### src/design/udc_pkg.sv
package udc_pkg;
    localparam int CNT_W = 20;
    localparam logic [19:0] CNT_MAX = 20'hF423F;
    localparam logic [19:0] CNT_RST = 20'h00000;
    localparam int SCAN_HZ = 1000;
    localparam int CLK_HZ = 20000000;
    localparam int SCAN_CYC = CLK_HZ / SCAN_HZ;
    localparam int EXT_W = 32;
    localparam int BLK_W = 4;

    typedef struct packed {
        logic [19:0] on_thr;
        logic [19:0] off_thr;
        logic on_ext;
        logic off_ext;
        logic [3:0] on_blk;
        logic [3:0] off_blk;
        logic retain;
    } udc_cfg_t;
endpackage

### src/design/udc_counter.sv
`timescale 1ns/10ps
module udc_counter
    import udc_pkg::*;
#(
    parameter int NBLK = 16,
    parameter int SCAN_CYCLES = SCAN_CYC
) (
    input wire logic sys_clk_i,
    input wire logic rstn_i,
    input wire logic power_fail_i,
    input wire logic clear_i,
    input wire logic pulse_i,
    input wire logic dir_i,
    input wire udc_cfg_t cfg_i,
    input wire logic [NBLK*EXT_W-1:0] blk_vals_i,
    output logic [19:0] count_o,
    output logic q_o,
    output logic scan_o
);
    logic [19:0] cnt_q;
    logic pulse_q;
    logic out_q;
    logic [31:0] scan_cnt_q;
    logic scan_tick;
    logic edge_seen;
    logic [19:0] on_ext_thr;
    logic [19:0] off_ext_thr;
    logic [19:0] on_thr;
    logic [19:0] off_thr;
    logic out_d;
    logic signed [EXT_W-1:0] on_src;
    logic signed [EXT_W-1:0] off_src;
    localparam logic signed [EXT_W-1:0] EXT_TOP = $signed({{(EXT_W-20){1'b0}}, CNT_MAX});

    function automatic logic signed [EXT_W-1:0] pick(input logic [NBLK*EXT_W-1:0] v,
                                                      input logic [3:0] idx);
        pick = v[idx*EXT_W +: EXT_W];
    endfunction

    // a live value inside the legal range reaches the comparator untouched
    function automatic logic in_range(input logic signed [EXT_W-1:0] v);
        in_range = (v >= 0) && (v <= EXT_TOP);
    endfunction

    // source block picked by number, its value read afresh every cycle
    assign on_src = pick(blk_vals_i, cfg_i.on_blk);
    assign off_src = pick(blk_vals_i, cfg_i.off_blk);

    udc_clamp #(.W(EXT_W)) u_on_clamp (
        .val_i(on_src),
        .thr_o(on_ext_thr)
    );
    udc_clamp #(.W(EXT_W)) u_off_clamp (
        .val_i(off_src),
        .thr_o(off_ext_thr)
    );

    // local thresholds above the range are pulled down as well
    assign on_thr = cfg_i.on_ext ? on_ext_thr :
        ((cfg_i.on_thr > CNT_MAX) ? CNT_MAX : cfg_i.on_thr);
    assign off_thr = cfg_i.off_ext ? off_ext_thr :
        ((cfg_i.off_thr > CNT_MAX) ? CNT_MAX : cfg_i.off_thr);

    assign edge_seen = pulse_i & ~pulse_q;
    assign scan_tick = (scan_cnt_q == 32'(SCAN_CYCLES - 1));

    always_ff @(posedge sys_clk_i or negedge rstn_i) begin
        if (!rstn_i) begin
            scan_cnt_q <= 32'h00000000;
        end else if (scan_tick) begin
            scan_cnt_q <= 32'h00000000;
        end else begin
            scan_cnt_q <= scan_cnt_q + 32'h00000001;
        end
    end

    always_ff @(posedge sys_clk_i or negedge rstn_i) begin
        if (!rstn_i) begin
            pulse_q <= 1'b0;
        end else begin
            pulse_q <= pulse_i;
        end
    end

    // power loss is modelled by power_fail_i; retained count survives it
    always_ff @(posedge sys_clk_i or negedge rstn_i) begin
        if (!rstn_i) begin
            cnt_q <= CNT_RST;
        end else if (power_fail_i && !cfg_i.retain) begin
            cnt_q <= CNT_RST;
        end else if (clear_i) begin
            cnt_q <= CNT_RST;
        end else if (edge_seen && !dir_i && cnt_q < CNT_MAX) begin
            cnt_q <= cnt_q + 20'h00001;
        end else if (edge_seen && dir_i && cnt_q != CNT_RST) begin
            cnt_q <= cnt_q - 20'h00001;
        end
    end

    always_comb begin
        if (on_thr >= off_thr) begin
            if (cnt_q >= on_thr) begin
                out_d = 1'b1;
            end else if (cnt_q < off_thr) begin
                out_d = 1'b0;
            end else begin
                out_d = out_q;
            end
        end else begin
            out_d = (cnt_q >= on_thr) && (cnt_q < off_thr);
        end
    end

    // slow scan means fast trains can overshoot a threshold before the output moves
    always_ff @(posedge sys_clk_i or negedge rstn_i) begin
        if (!rstn_i) begin
            out_q <= 1'b0;
        end else if (clear_i || power_fail_i) begin
            out_q <= 1'b0;
        end else if (scan_tick) begin
            out_q <= out_d;
        end
    end

    assign count_o = cnt_q;
    assign q_o = out_q;
    assign scan_o = scan_tick;
endmodule

### src/design/udc_clamp.sv
`timescale 1ns/10ps
module udc_clamp
    import udc_pkg::*;
#(
    parameter int W = 32
) (
    input wire logic signed [W-1:0] val_i,
    output logic [19:0] thr_o
);
    // negative values round up to zero, large ones down to the top of range
    always_comb begin
        if (val_i < 0) begin
            thr_o = CNT_RST;
        end else if (val_i > $signed({{(W-20){1'b0}}, CNT_MAX})) begin
            thr_o = CNT_MAX;
        end else begin
            thr_o = val_i[19:0];
        end
    end
endmodule

### config.mk
export PLATFORM = sky130hd
export DESIGN_NAME = udc_counter
export DESIGN_NICKNAME = d
export VERILOG_FILES = /design/src/design/udc_pkg.sv /design/src/design/udc_counter.sv /design/src/design/udc_clamp.sv
export SDC_FILE = /design/constraint.sdc
export NUM_CORES = 1
export LEC_CHECK = 0
export ABC_CLOCK_PERIOD_IN_PS = 4100
export BUFFER_PORTS_ARGS = -buffer_cell sky130_fd_sc_hd__buf_2
export CAP_MARGIN = 20
export CELL_PAD_IN_SITES_DETAIL_PLACEMENT = 0
export CELL_PAD_IN_SITES_GLOBAL_PLACEMENT = 1
export CORE_AREA = 5 5 230 232
export CTS_BUF_LIST = sky130_fd_sc_hd__clkbuf_8 sky130_fd_sc_hd__clkbuf_16
export DETAILED_ROUTE_END_ITERATION = 8
export DIE_AREA = 0 0 235 237
export HOLD_SLACK_MARGIN = 0.1
export PLACE_DENSITY = 0.67
export REMOVE_ABC_BUFFERS = 1
export SKIP_CTS_REPAIR_TIMING = 1
export SYNTH_ARGS = -nofsm -noshare
export SYNTH_HDL_FRONTEND = slang
export SYNTH_HIERARCHICAL = 1
export SYNTH_SLANG_ARGS = --single-unit
### constraint.sdc
create_clock -name sys_clk_i -period 4.1 [get_ports sys_clk_i]
set_input_delay 0.615 -clock sys_clk_i [delete_from_list [all_inputs] [get_ports sys_clk_i]]
set_output_delay 0.615 -clock sys_clk_i [all_outputs]
set_load 0.005 [all_outputs]
# Word level (Yosys, flattened, before mapping)
# Cells that the tools add are included.
# word_totals
mem_count,0
latch_bits,0
out_inout_bits,22
elab_cells,54
input_bits,569
rom_bits,0
register_bits,54
ram_bits,0
# op_classes
n_addsub,3
order_cmp,10
eq_ne,2
shifts,2
reduce_logical,13
mul,0
muxes,18
bitwise_logic,2
n_div,0
# ops
op,n
variable part select 512 x 10 -> 32 bit,2
2-to-1 mux 20 bit,12
"greater-than comparator 32 x 21 -> 1 bit, second input constant",2
"less-than comparator 32 x 1 -> 1 bit, second input constant",2
greater-or-equal comparator 20 bit,2
"greater-than comparator 20 bit, second input constant",2
"adder 32 x 1 -> 32 bit, second input constant",1
"equality test 32 x 15 -> 1 bit, second input constant",1
2-to-1 mux 32 bit,1
"adder 20 x 1 -> 20 bit, second input constant",1
less-than comparator 20 bit,1
"less-than comparator 20 bit, second input constant",1
nonzero test 20 bit,1
"subtractor 20 x 1 -> 20 bit, second input constant",1
logical AND 1 bit,6
2-to-1 mux 1 bit,5
"!= test 4 x 1 -> 1 bit, second input constant",1
nonzero test 4 bit,1
logical NOT 1 bit,2
AND reduction 2 bit,1
nonzero test 2 bit,1
bitwise AND 1 bit,1
logical OR 1 bit,1
NOT 1 bit,1

# Logic depth before layout (Yosys ltp)
# Gate-level depths: netlist of the first run.
# depth
word_depth,11
ltp_mapped,20
ltp_nobuf,17

# Hierarchy
# The synthesis of the first run kept the hierarchy.
# modules_own_cells
module,area_per_inst_um2,seq_area_each_um2,cells_each,n_inst
udc_counter,12718.4,1351.3,1012,1
udc_clamp,275.3,0.0,45,2

# Least setup slack after synthesis of the first run
# No wires, ideal clock.
# synth_path
kind,input to register
start,input cfg_i[5] (netlist bit)
end,"register out_q, in the netlist q_o"
cell_stages,18
t_arrival_ns,5.072
setup_slack_ns,-1.065
n_path_buf,3
path_cell_list,buf_2 buf_1 mux4_2 mux4_2 o41a_1 o31ai_4 buf_6 and3_1 a22o_1 inv_1 ha_1 nand4_1 nor4_1 nand3_1 a41oi_1 a31oi_1 o21a_1 a211oi_1
# synth_via
elab_chain_len,10
elab_cells_between_ends,15
# synth_lines
item,line,text
start: declaration,udc_counter.sv:14,"input wire udc_cfg_t cfg_i,"
variable part select 512 x 10 -> 32 bit (*),udc_counter.sv:37,pick = v[idx*EXT_W +: EXT_W];
net on_src[12],udc_counter.sv:31,logic signed [EXT_W-1:0] on_src;
greater-than comparator 32 x 21 -> 1 bit,udc_clamp.sv:14,"end else if (val_i > $signed({{(W-20){1'b0}}, CNT_MAX})) begin"
2-to-1 mux 20 bit,udc_clamp.sv:14,
2-to-1 mux 20 bit (*),udc_clamp.sv:12,if (val_i < 0) begin
net on_ext_thr[10],udc_counter.sv:26,logic [19:0] on_ext_thr;
2-to-1 mux 20 bit (*),udc_counter.sv:59,assign on_thr = cfg_i.on_ext ? on_ext_thr :
greater-or-equal comparator 20 bit,"udc_counter.sv:102, udc_counter.sv:110",
2-to-1 mux 1 bit or logical AND 1 bit (tied branches),"udc_counter.sv:102, udc_counter.sv:110",
2-to-1 mux 1 bit,udc_counter.sv:101,if (on_thr >= off_thr) begin
2-to-1 mux 1 bit,udc_counter.sv:120,end else if (scan_tick) begin
2-to-1 mux 1 bit,udc_counter.sv:118,end else if (clear_i || power_fail_i) begin
end signal: assignment,udc_counter.sv:121,out_q <= out_d;
end: declaration,udc_counter.sv:22,logic out_q;
# Mark *: on every way through the listed nets, which the timed path passes. The rest lies on a longest branch. The select of a mux whose other input is x is not followed.
# A chain may end at the register's enable or synchronous reset.

# Worst setup path after layout of the first run
# Ends and elaborated chain as after synthesis.

==> out/metrics.csv, run 1 <==
stage,metric,value,unit
outcome,status,"complete, but fails checks",
outcome,violations,negative setup slack,
critical_path,rrSetupSlack,320,ps
pwr,power_frac_comb,0.750,
clock_tree,clock_sinks,54,
placement,dp.cells,2487,
pwr,p_switching,1.85,mW
grt,use_met1,0.321,
grt,grt_antenna_before_repair,67,
critical_path,r2r-end,count_o[19],
worst_hold_path,min_path_type,in2async,
critical_path,startpoint_type,input pin,
grt,grt_pass1_vias,15200,
synth,yosysTopAreaCell,mux4_2,
grt,grt_max_degree,35,
clock_tree,cts_tree,built,
pwr,switching_share,0.432,
placement,port_buffers,590,
sta,min_period_over_period,1.14,
synth,yosysTopAreaCellShare,0.543,
final_layout,drive_gt1_frac,0.640,
clock_tree,clk_latency,300,ps
routing,wirelength,76.1,mm
sta,setup_tns,-562,ps
synth,yosysSeqAreaShare,0.102,
sta,hold_viol,0,
grt,grt_pass1_wl,107,mm
grt,grt-ovfl-total,0,
sta,hold_slack,405,ps
critical_path,path_class,in2reg,
placement,place_ws,-1460,ps
routing,ant_nets,0,
sta,setup_viol,1,
pwr,power_frac_seq,0.144,
critical_path,cp.arrival,4860,ps
sta,timing.final.ws_setup,-562,ps
sta,report.final.slew_viol_count,0,
final_layout,nNetsFinal,2463,
sta,max_slew_margin,0.361,
critical_path,cp-end-kind,flop,
synth,yosys.cell_types.count,67,
pwr,power_frac_clock,0.105,
floorplan,dieArea,0.0557,mm^2
critical_path,crit-reg2reg-launch,count_o[13],
grt,grt_usage,0.260,
synth,synth-main-ff-cell,dfrtp_1,
floorplan,io_pins,591,
sta,tightest_slew,958,ps
final_layout,layout.cells.non_filler,2529,
floorplan,num_rows,83,
clock_tree,clk_pin_slew_worst_paths,80,ps
synth,netlist_area,0.0133,mm^2
synth,async_flop_share,1.00,
routing,drt_pass1_iterations,6,
floorplan,core,0.0508,mm^2
run,maxCapViolations,0,
synth,syn_inst,1102,
critical_path,critPathMaxFanout,15,
routing,drc,0,
synth,yosys_warnings,6,
grt,use_met3,0.0669,
routing,drt_iter0_markers,1199,
pwr,total_leakage_power,8.41,nW
floorplan,die_width,235,um
clock_tree,cts-root-buf,clkbuf_16,
routing,wire_per_inst,30.1,um
synth,syn_avg_cell_area,12.0,um^2
synth,synth_area_leaders,"mux4_2, dfrtp_1, ha_1",
critical_path,crit_end,q_o,
sta,fmax,215,MHz
grt,use_met2,0.440,
synth,synthMostInstantiatedCell,mux4_2,
floorplan,die_h,237,um
sta,fin_skew,13.3,ps
pwr,vdd_drop_max,0.181,mV
clock_tree,cts_max_level,2,
final_layout,area_growth,43.6,%
routing,via_per_inst,5.77,
grt,grt.busiest_layer,met2,
clock_tree,cts.path.max_buffers,2,
synth,ys_top_cells_by_count,"mux4_2, ha_1, clkbuf_1",
sta,fin_crit,4660,ps
sta,rsz0062_at_grt,true,
critical_path,required,4300,ps
clock_tree,numCtsBuffers,5,
pwr,p_int,2.44,mW
synth,synth_edf_count,0,
placement,gp_congestion,1.05,
synth,yosys_register_bits,54,
floorplan,initial_utilization,0.261,
critical_path,reg2regPathDepth,14,
pwr,powerDensity,225,mW/mm^2
critical_path,startpoint,cfg_i[5],
placement,dp_hpwl,67.8,mm
routing,vias,14600,
## critical path, stage by stage
cell      delay (ps)
buf_16           170
buf_16           180
mux4_2           520
mux4_2           540
o311a_4          410
o31ai_4          240
buf_4            190
and3_1           170
a22o_1           160
inv_1             60
ha_1             320
nand4_1          140
nor4_2           300
buf_4            160
nand3_1           70
a41oi_1          230
a31oi_1           60
o21a_1           110
a211oi_1         190
## registers in the layout, summed over array words and instances (netlist names)
register	count
count_o	20
scan_cnt_q	32
pulse_q	1
q_o	1
## kinds of logic after synthesis
logic type / share of synthesized area
AOI/OAI and AO/OA: 0.106
xor gates and xnor gates: 0.0297
adders and majority gates: 0.0711
buffers and inverters: 0.0432
DFF: 0.102
muxes: 0.550
and+or+nand+nor: 0.0981
## per-stage QoR
| step | instance area, um^2 | power [mW] | util |
|---|---|---|---|
| global route | 19000 | 4.58 | 0.375 |
| detailed placement | 18600 | 3.76 | 0.366 |
| global placement | 18600 | 3.72 | 0.366 |
| CTS | 18700 | 4.23 | 0.369 |
| finish | 19100 | 4.29 | 0.375 |
| floorplan | 12900 | 2.30 | - |
## layout by cell type (no fill, tap or decap), types with 4 or more instances in the layout
cell type    n
clkbuf_16    6
buf_12      24
and2_1       5
diode_2     28
o21ai_1      4
xnor2_1     32
nand4_1     19
nand2_1     55
a31oi_1     21
a21oi_1     56
and3_1      14
nor2b_1      5
nor4_1      12
a21o_1      16
xor2_1      13
dfrtp_1     54
inv_1       56
o21ai_0     21
o22a_1       6
and4_1       5
o31ai_1      4
and3_2       6
nor4_4       4
a22oi_1     10
or3_1        7
o21a_1       9
ha_1        73
nand2b_1     9
nand3_1     35
o31a_1       4
nor2_1      44
buf_6        6
a211oi_1     9
nor3_1       7
mux2_2       4
mux4_2     320
o22ai_1      6
buf_4      181
buf_2      586
## area by class of cell
| cell class | count | area, um^2 |
|---|---|---|
| clock buffer | 5 | 125 |
| fill | 5051 | 31700 |
| sequential | 54 | 1350 |
| multi-input combinational | 901 | 11500 |
| timing repair buffer | 802 | 4950 |
| inverter | 56 | 210 |
| tap | 680 | 851 |
| antenna | 28 | 70.1 |
| clock inverter | 3 | 28.8 |
## routing by layer
metal / up-vias / wire length (um)
met4: 46 / 3270
met3: 187 / 6360
met1: 7324 / 28800
met2: 831 / 37400
li1: 6195 / -
met5: - / 299
## how the worst min path moves through the flow
stage	endpoint	cells after the start	slack (ps)	start
after floorplan	count_o[0]	0	320	rstn_i
after global placement	scan_cnt_q[0]	1	450	scan_cnt_q[0]
after detailed placement	scan_cnt_q[0]	1	450	scan_cnt_q[0]
after CTS	pulse_q	1	420	pulse_i
after global routing	pulse_q	1	430	pulse_i
final	scan_cnt_q[3]	1	410	rstn_i
## power groups by stage
stage	Combinational [mW]	Sequential (mW)	Clock, mW
2_1_floorplan	1.64	0.659	0
3_3_place_gp	3.09	0.627	0
3_5_place_dp	3.13	0.628	0
4_1_cts	3.15	0.618	0.467
5_1_grt	3.47	0.627	0.483
6_report	3.22	0.619	0.451
No activity file was read; power rests on OpenSTA's default activity.
==> run 2: changes to the inputs <==
--- a/config.mk
+++ b/config.mk
@@ -5,20 +5,21 @@
 export SDC_FILE = /design/constraint.sdc
 export NUM_CORES = 1
 export LEC_CHECK = 0
-export ABC_CLOCK_PERIOD_IN_PS = 4100
+export ABC_CLOCK_PERIOD_IN_PS = 5820
 export BUFFER_PORTS_ARGS = -buffer_cell sky130_fd_sc_hd__buf_2
 export CAP_MARGIN = 20
 export CELL_PAD_IN_SITES_DETAIL_PLACEMENT = 0
 export CELL_PAD_IN_SITES_GLOBAL_PLACEMENT = 1
-export CORE_AREA = 5 5 230 232
+export CORE_AREA = 5 5 224 226
 export CTS_BUF_LIST = sky130_fd_sc_hd__clkbuf_8 sky130_fd_sc_hd__clkbuf_16
 export DETAILED_ROUTE_END_ITERATION = 8
-export DIE_AREA = 0 0 235 237
+export DIE_AREA = 0 0 229 231
 export HOLD_SLACK_MARGIN = 0.1
-export PLACE_DENSITY = 0.67
+export PLACE_DENSITY = 0.7
 export REMOVE_ABC_BUFFERS = 1
 export SKIP_CTS_REPAIR_TIMING = 1
 export SYNTH_ARGS = -nofsm -noshare
 export SYNTH_HDL_FRONTEND = slang
 export SYNTH_HIERARCHICAL = 1
 export SYNTH_SLANG_ARGS = --single-unit
+export TNS_END_PERCENT = 20
==> constraint.sdc (replaced) <==
create_clock -name sys_clk_i -period 5.82 [get_ports sys_clk_i]
set_input_delay 0.873 -clock sys_clk_i [delete_from_list [all_inputs] [get_ports sys_clk_i]]
set_output_delay 0.873 -clock sys_clk_i [all_outputs]
set_load 0.005 [all_outputs]
==> out/metrics.csv, run 2 (synthesis results as in run 1) <==
stage,metric,value,unit
routing,wire_per_inst,32.3,um
sta,hold_slack,459,ps
sta,fin_crit,5230,ps
placement,dp_hpwl,65.9,mm
grt,grt_pass1_wl,104,mm
critical_path,critPathMaxFanout,35,
final_layout,regMostFlops,scan_cnt_q,
floorplan,die_h,231,um
routing,wirelength,74.9,mm
sta,report.final.slew_viol_count,0,
critical_path,slowest_delay,510,ps
placement,port_buffers,590,
routing,via_per_inst,6.10,
sta,fin_skew,7.52,ps
routing,drc,0,
final_layout,fin_util,0.363,
run,maxCapViolations,0,
routing,ant_nets,0,
sta,hold_viol,0,
critical_path,startpoint_type,input pin,
sta,tightest_slew,955,ps
clock_tree,clk_latency,300,ps
clock_tree,cts_max_level,2,
sta,setup_viol,0,
floorplan,io_pins,591,
pwr,total_leakage_power,7.57,nW
critical_path,cp-end-kind,flop,
placement,gp_congestion,1.08,
sta,min_period_over_period,0.898,
grt,grt_pass1_vias,14700,
grt,grt_usage,0.269,
grt,use_met2,0.469,
pwr,powerDensity,159,mW/mm^2
floorplan,die_width,229,um
routing,drt_iter0_markers,1355,
floorplan,initial_utilization,0.276,
clock_tree,cts.path.max_buffers,2,
grt,grt_max_degree,55,
placement,dp.cells,2283,
final_layout,largest_reg_flops,32,
floorplan,num_rows,81,
pwr,total_power,2.77,mW
routing,vias,14200,
grt,grt-ovfl-total,0,
floorplan,core,0.0481,mm^2
grt,use_met3,0.0747,
clock_tree,numCtsBuffers,5,
final_layout,final_common_cell,buf_2,
routing,drt_pass1_iterations,5,
outcome,status,"finished, final reports clean",
clock_tree,cts-root-buf,clkbuf_16,
sta,fmax,191,MHz
grt,grt_antenna_before_repair,75,
clock_tree,clock_sinks,54,
sta,rsz0062_at_grt,false,
worst_hold_path,min_path_type,reg2reg,
grt,grt.busiest_layer,met2,
critical_path,path_class,in2reg,
grt,use_met1,0.328,
final_layout,mostFrequentLayoutCells,"buf_2, mux4_2, ha_1, inv_1, a21oi_1",
clock_tree,clk_pin_slew_worst_paths,80,ps
floorplan,dieArea,0.0529,mm^2
final_layout,nNetsFinal,2311,
final_layout,drive_gt1_frac,0.598,
critical_path,cp_slowest_cell,mux4_2,
pwr,vdd_drop_max,0.180,mV
final_layout,area_growth,31.7,%
critical_path,required,6030,ps
clock_tree,cts_tree,built,
sta,max_slew_margin,0.363,
critical_path,cp.arrival,5440,ps
sta,setup_tns,0,ps
final_layout,layout.cells.non_filler,2320,
critical_path,cp_cell_sequence,"buf_6, buf_4, mux4_2, mux4_2, nor4_1, and3_1, buf_12, and3_1, a22o_1, inv_1, ha_1, nand4_1, nor4_1, nand3_1, a41oi_1, a31oi_1, o21a_1, a211oi_1",
[run 2: cell types whose count changed in the layout (fill, tap and decap cells not counted), sizes merged]
cell,before,now
clkbuf,6,5
diode,28,29
buf,801,650
[run 2: final timing paths]
path                               startpoint             to  slack, ps  depth (start not counted)
worst max-delay path                 cfg_i[6]            q_o        590                         18
worst min-delay path            scan_cnt_q[0]  scan_cnt_q[0]        460                          1
worst max register to register    count_o[13]    count_o[16]       1470                         13
worst min register to register  scan_cnt_q[0]  scan_cnt_q[0]        460                          1
max in group asynchronous              rstn_i    count_o[13]       4620                          2
min in group asynchronous              rstn_i  scan_cnt_q[2]        700                          2
[run 2: power breakdown]
part / internal (mW) / switching [mW]
Sequential: 0.405 / 0.0941
Clock: 0.166 / 0.157
Combinational: 0.966 / 0.984
[run 2: layout make-up]
| class | instances | area, um^2 |
|---|---|---|
| diodes | 29 | 72.6 |
| clock buffers | 5 | 125 |
| clock inverters | 3 | 28.8 |
| fillers | 4807 | 30700 |
| inverters | 56 | 210 |
| multi-input cells | 901 | 11300 |
| flip-flops and latches | 54 | 1350 |
| well taps | 622 | 778 |
| repair buffers | 650 | 3560 |
[run 2: metal layers]
| metal | vias to the layer above | part of all wire |
|---|---|---|
| met1 | 7158 | 0.36 |
| met4 | 50 | 0.033 |
| met2 | 873 | 0.50 |
| met3 | 190 | 0.10 |
| met5 | - | 0.0045 |
| li1 | 5889 | - |
[run 2: metrics by stage]
| stage | area (um^2) | setup slack [ps] |
|---|---|---|
| after floorplan | 12900 | 1280 |
| after global placement | 17200 | 239 |
| after detailed placement | 17200 | 243 |
| after CTS | 17400 | 576 |
| after global routing | 17500 | 243 |
| final | 17500 | 593 |
[run 2: worst max-delay path, delay by kind of cell]
| family | cells | cell delay [ps] |
|---|---|---|
| adders and majority gates | 1 | 310 |
| and+or+nand+nor | 6 | 1710 |
| buffers and inverters | 4 | 890 |
| muxes | 2 | 850 |
| AOI/OAI and AO/OA | 5 | 740 |
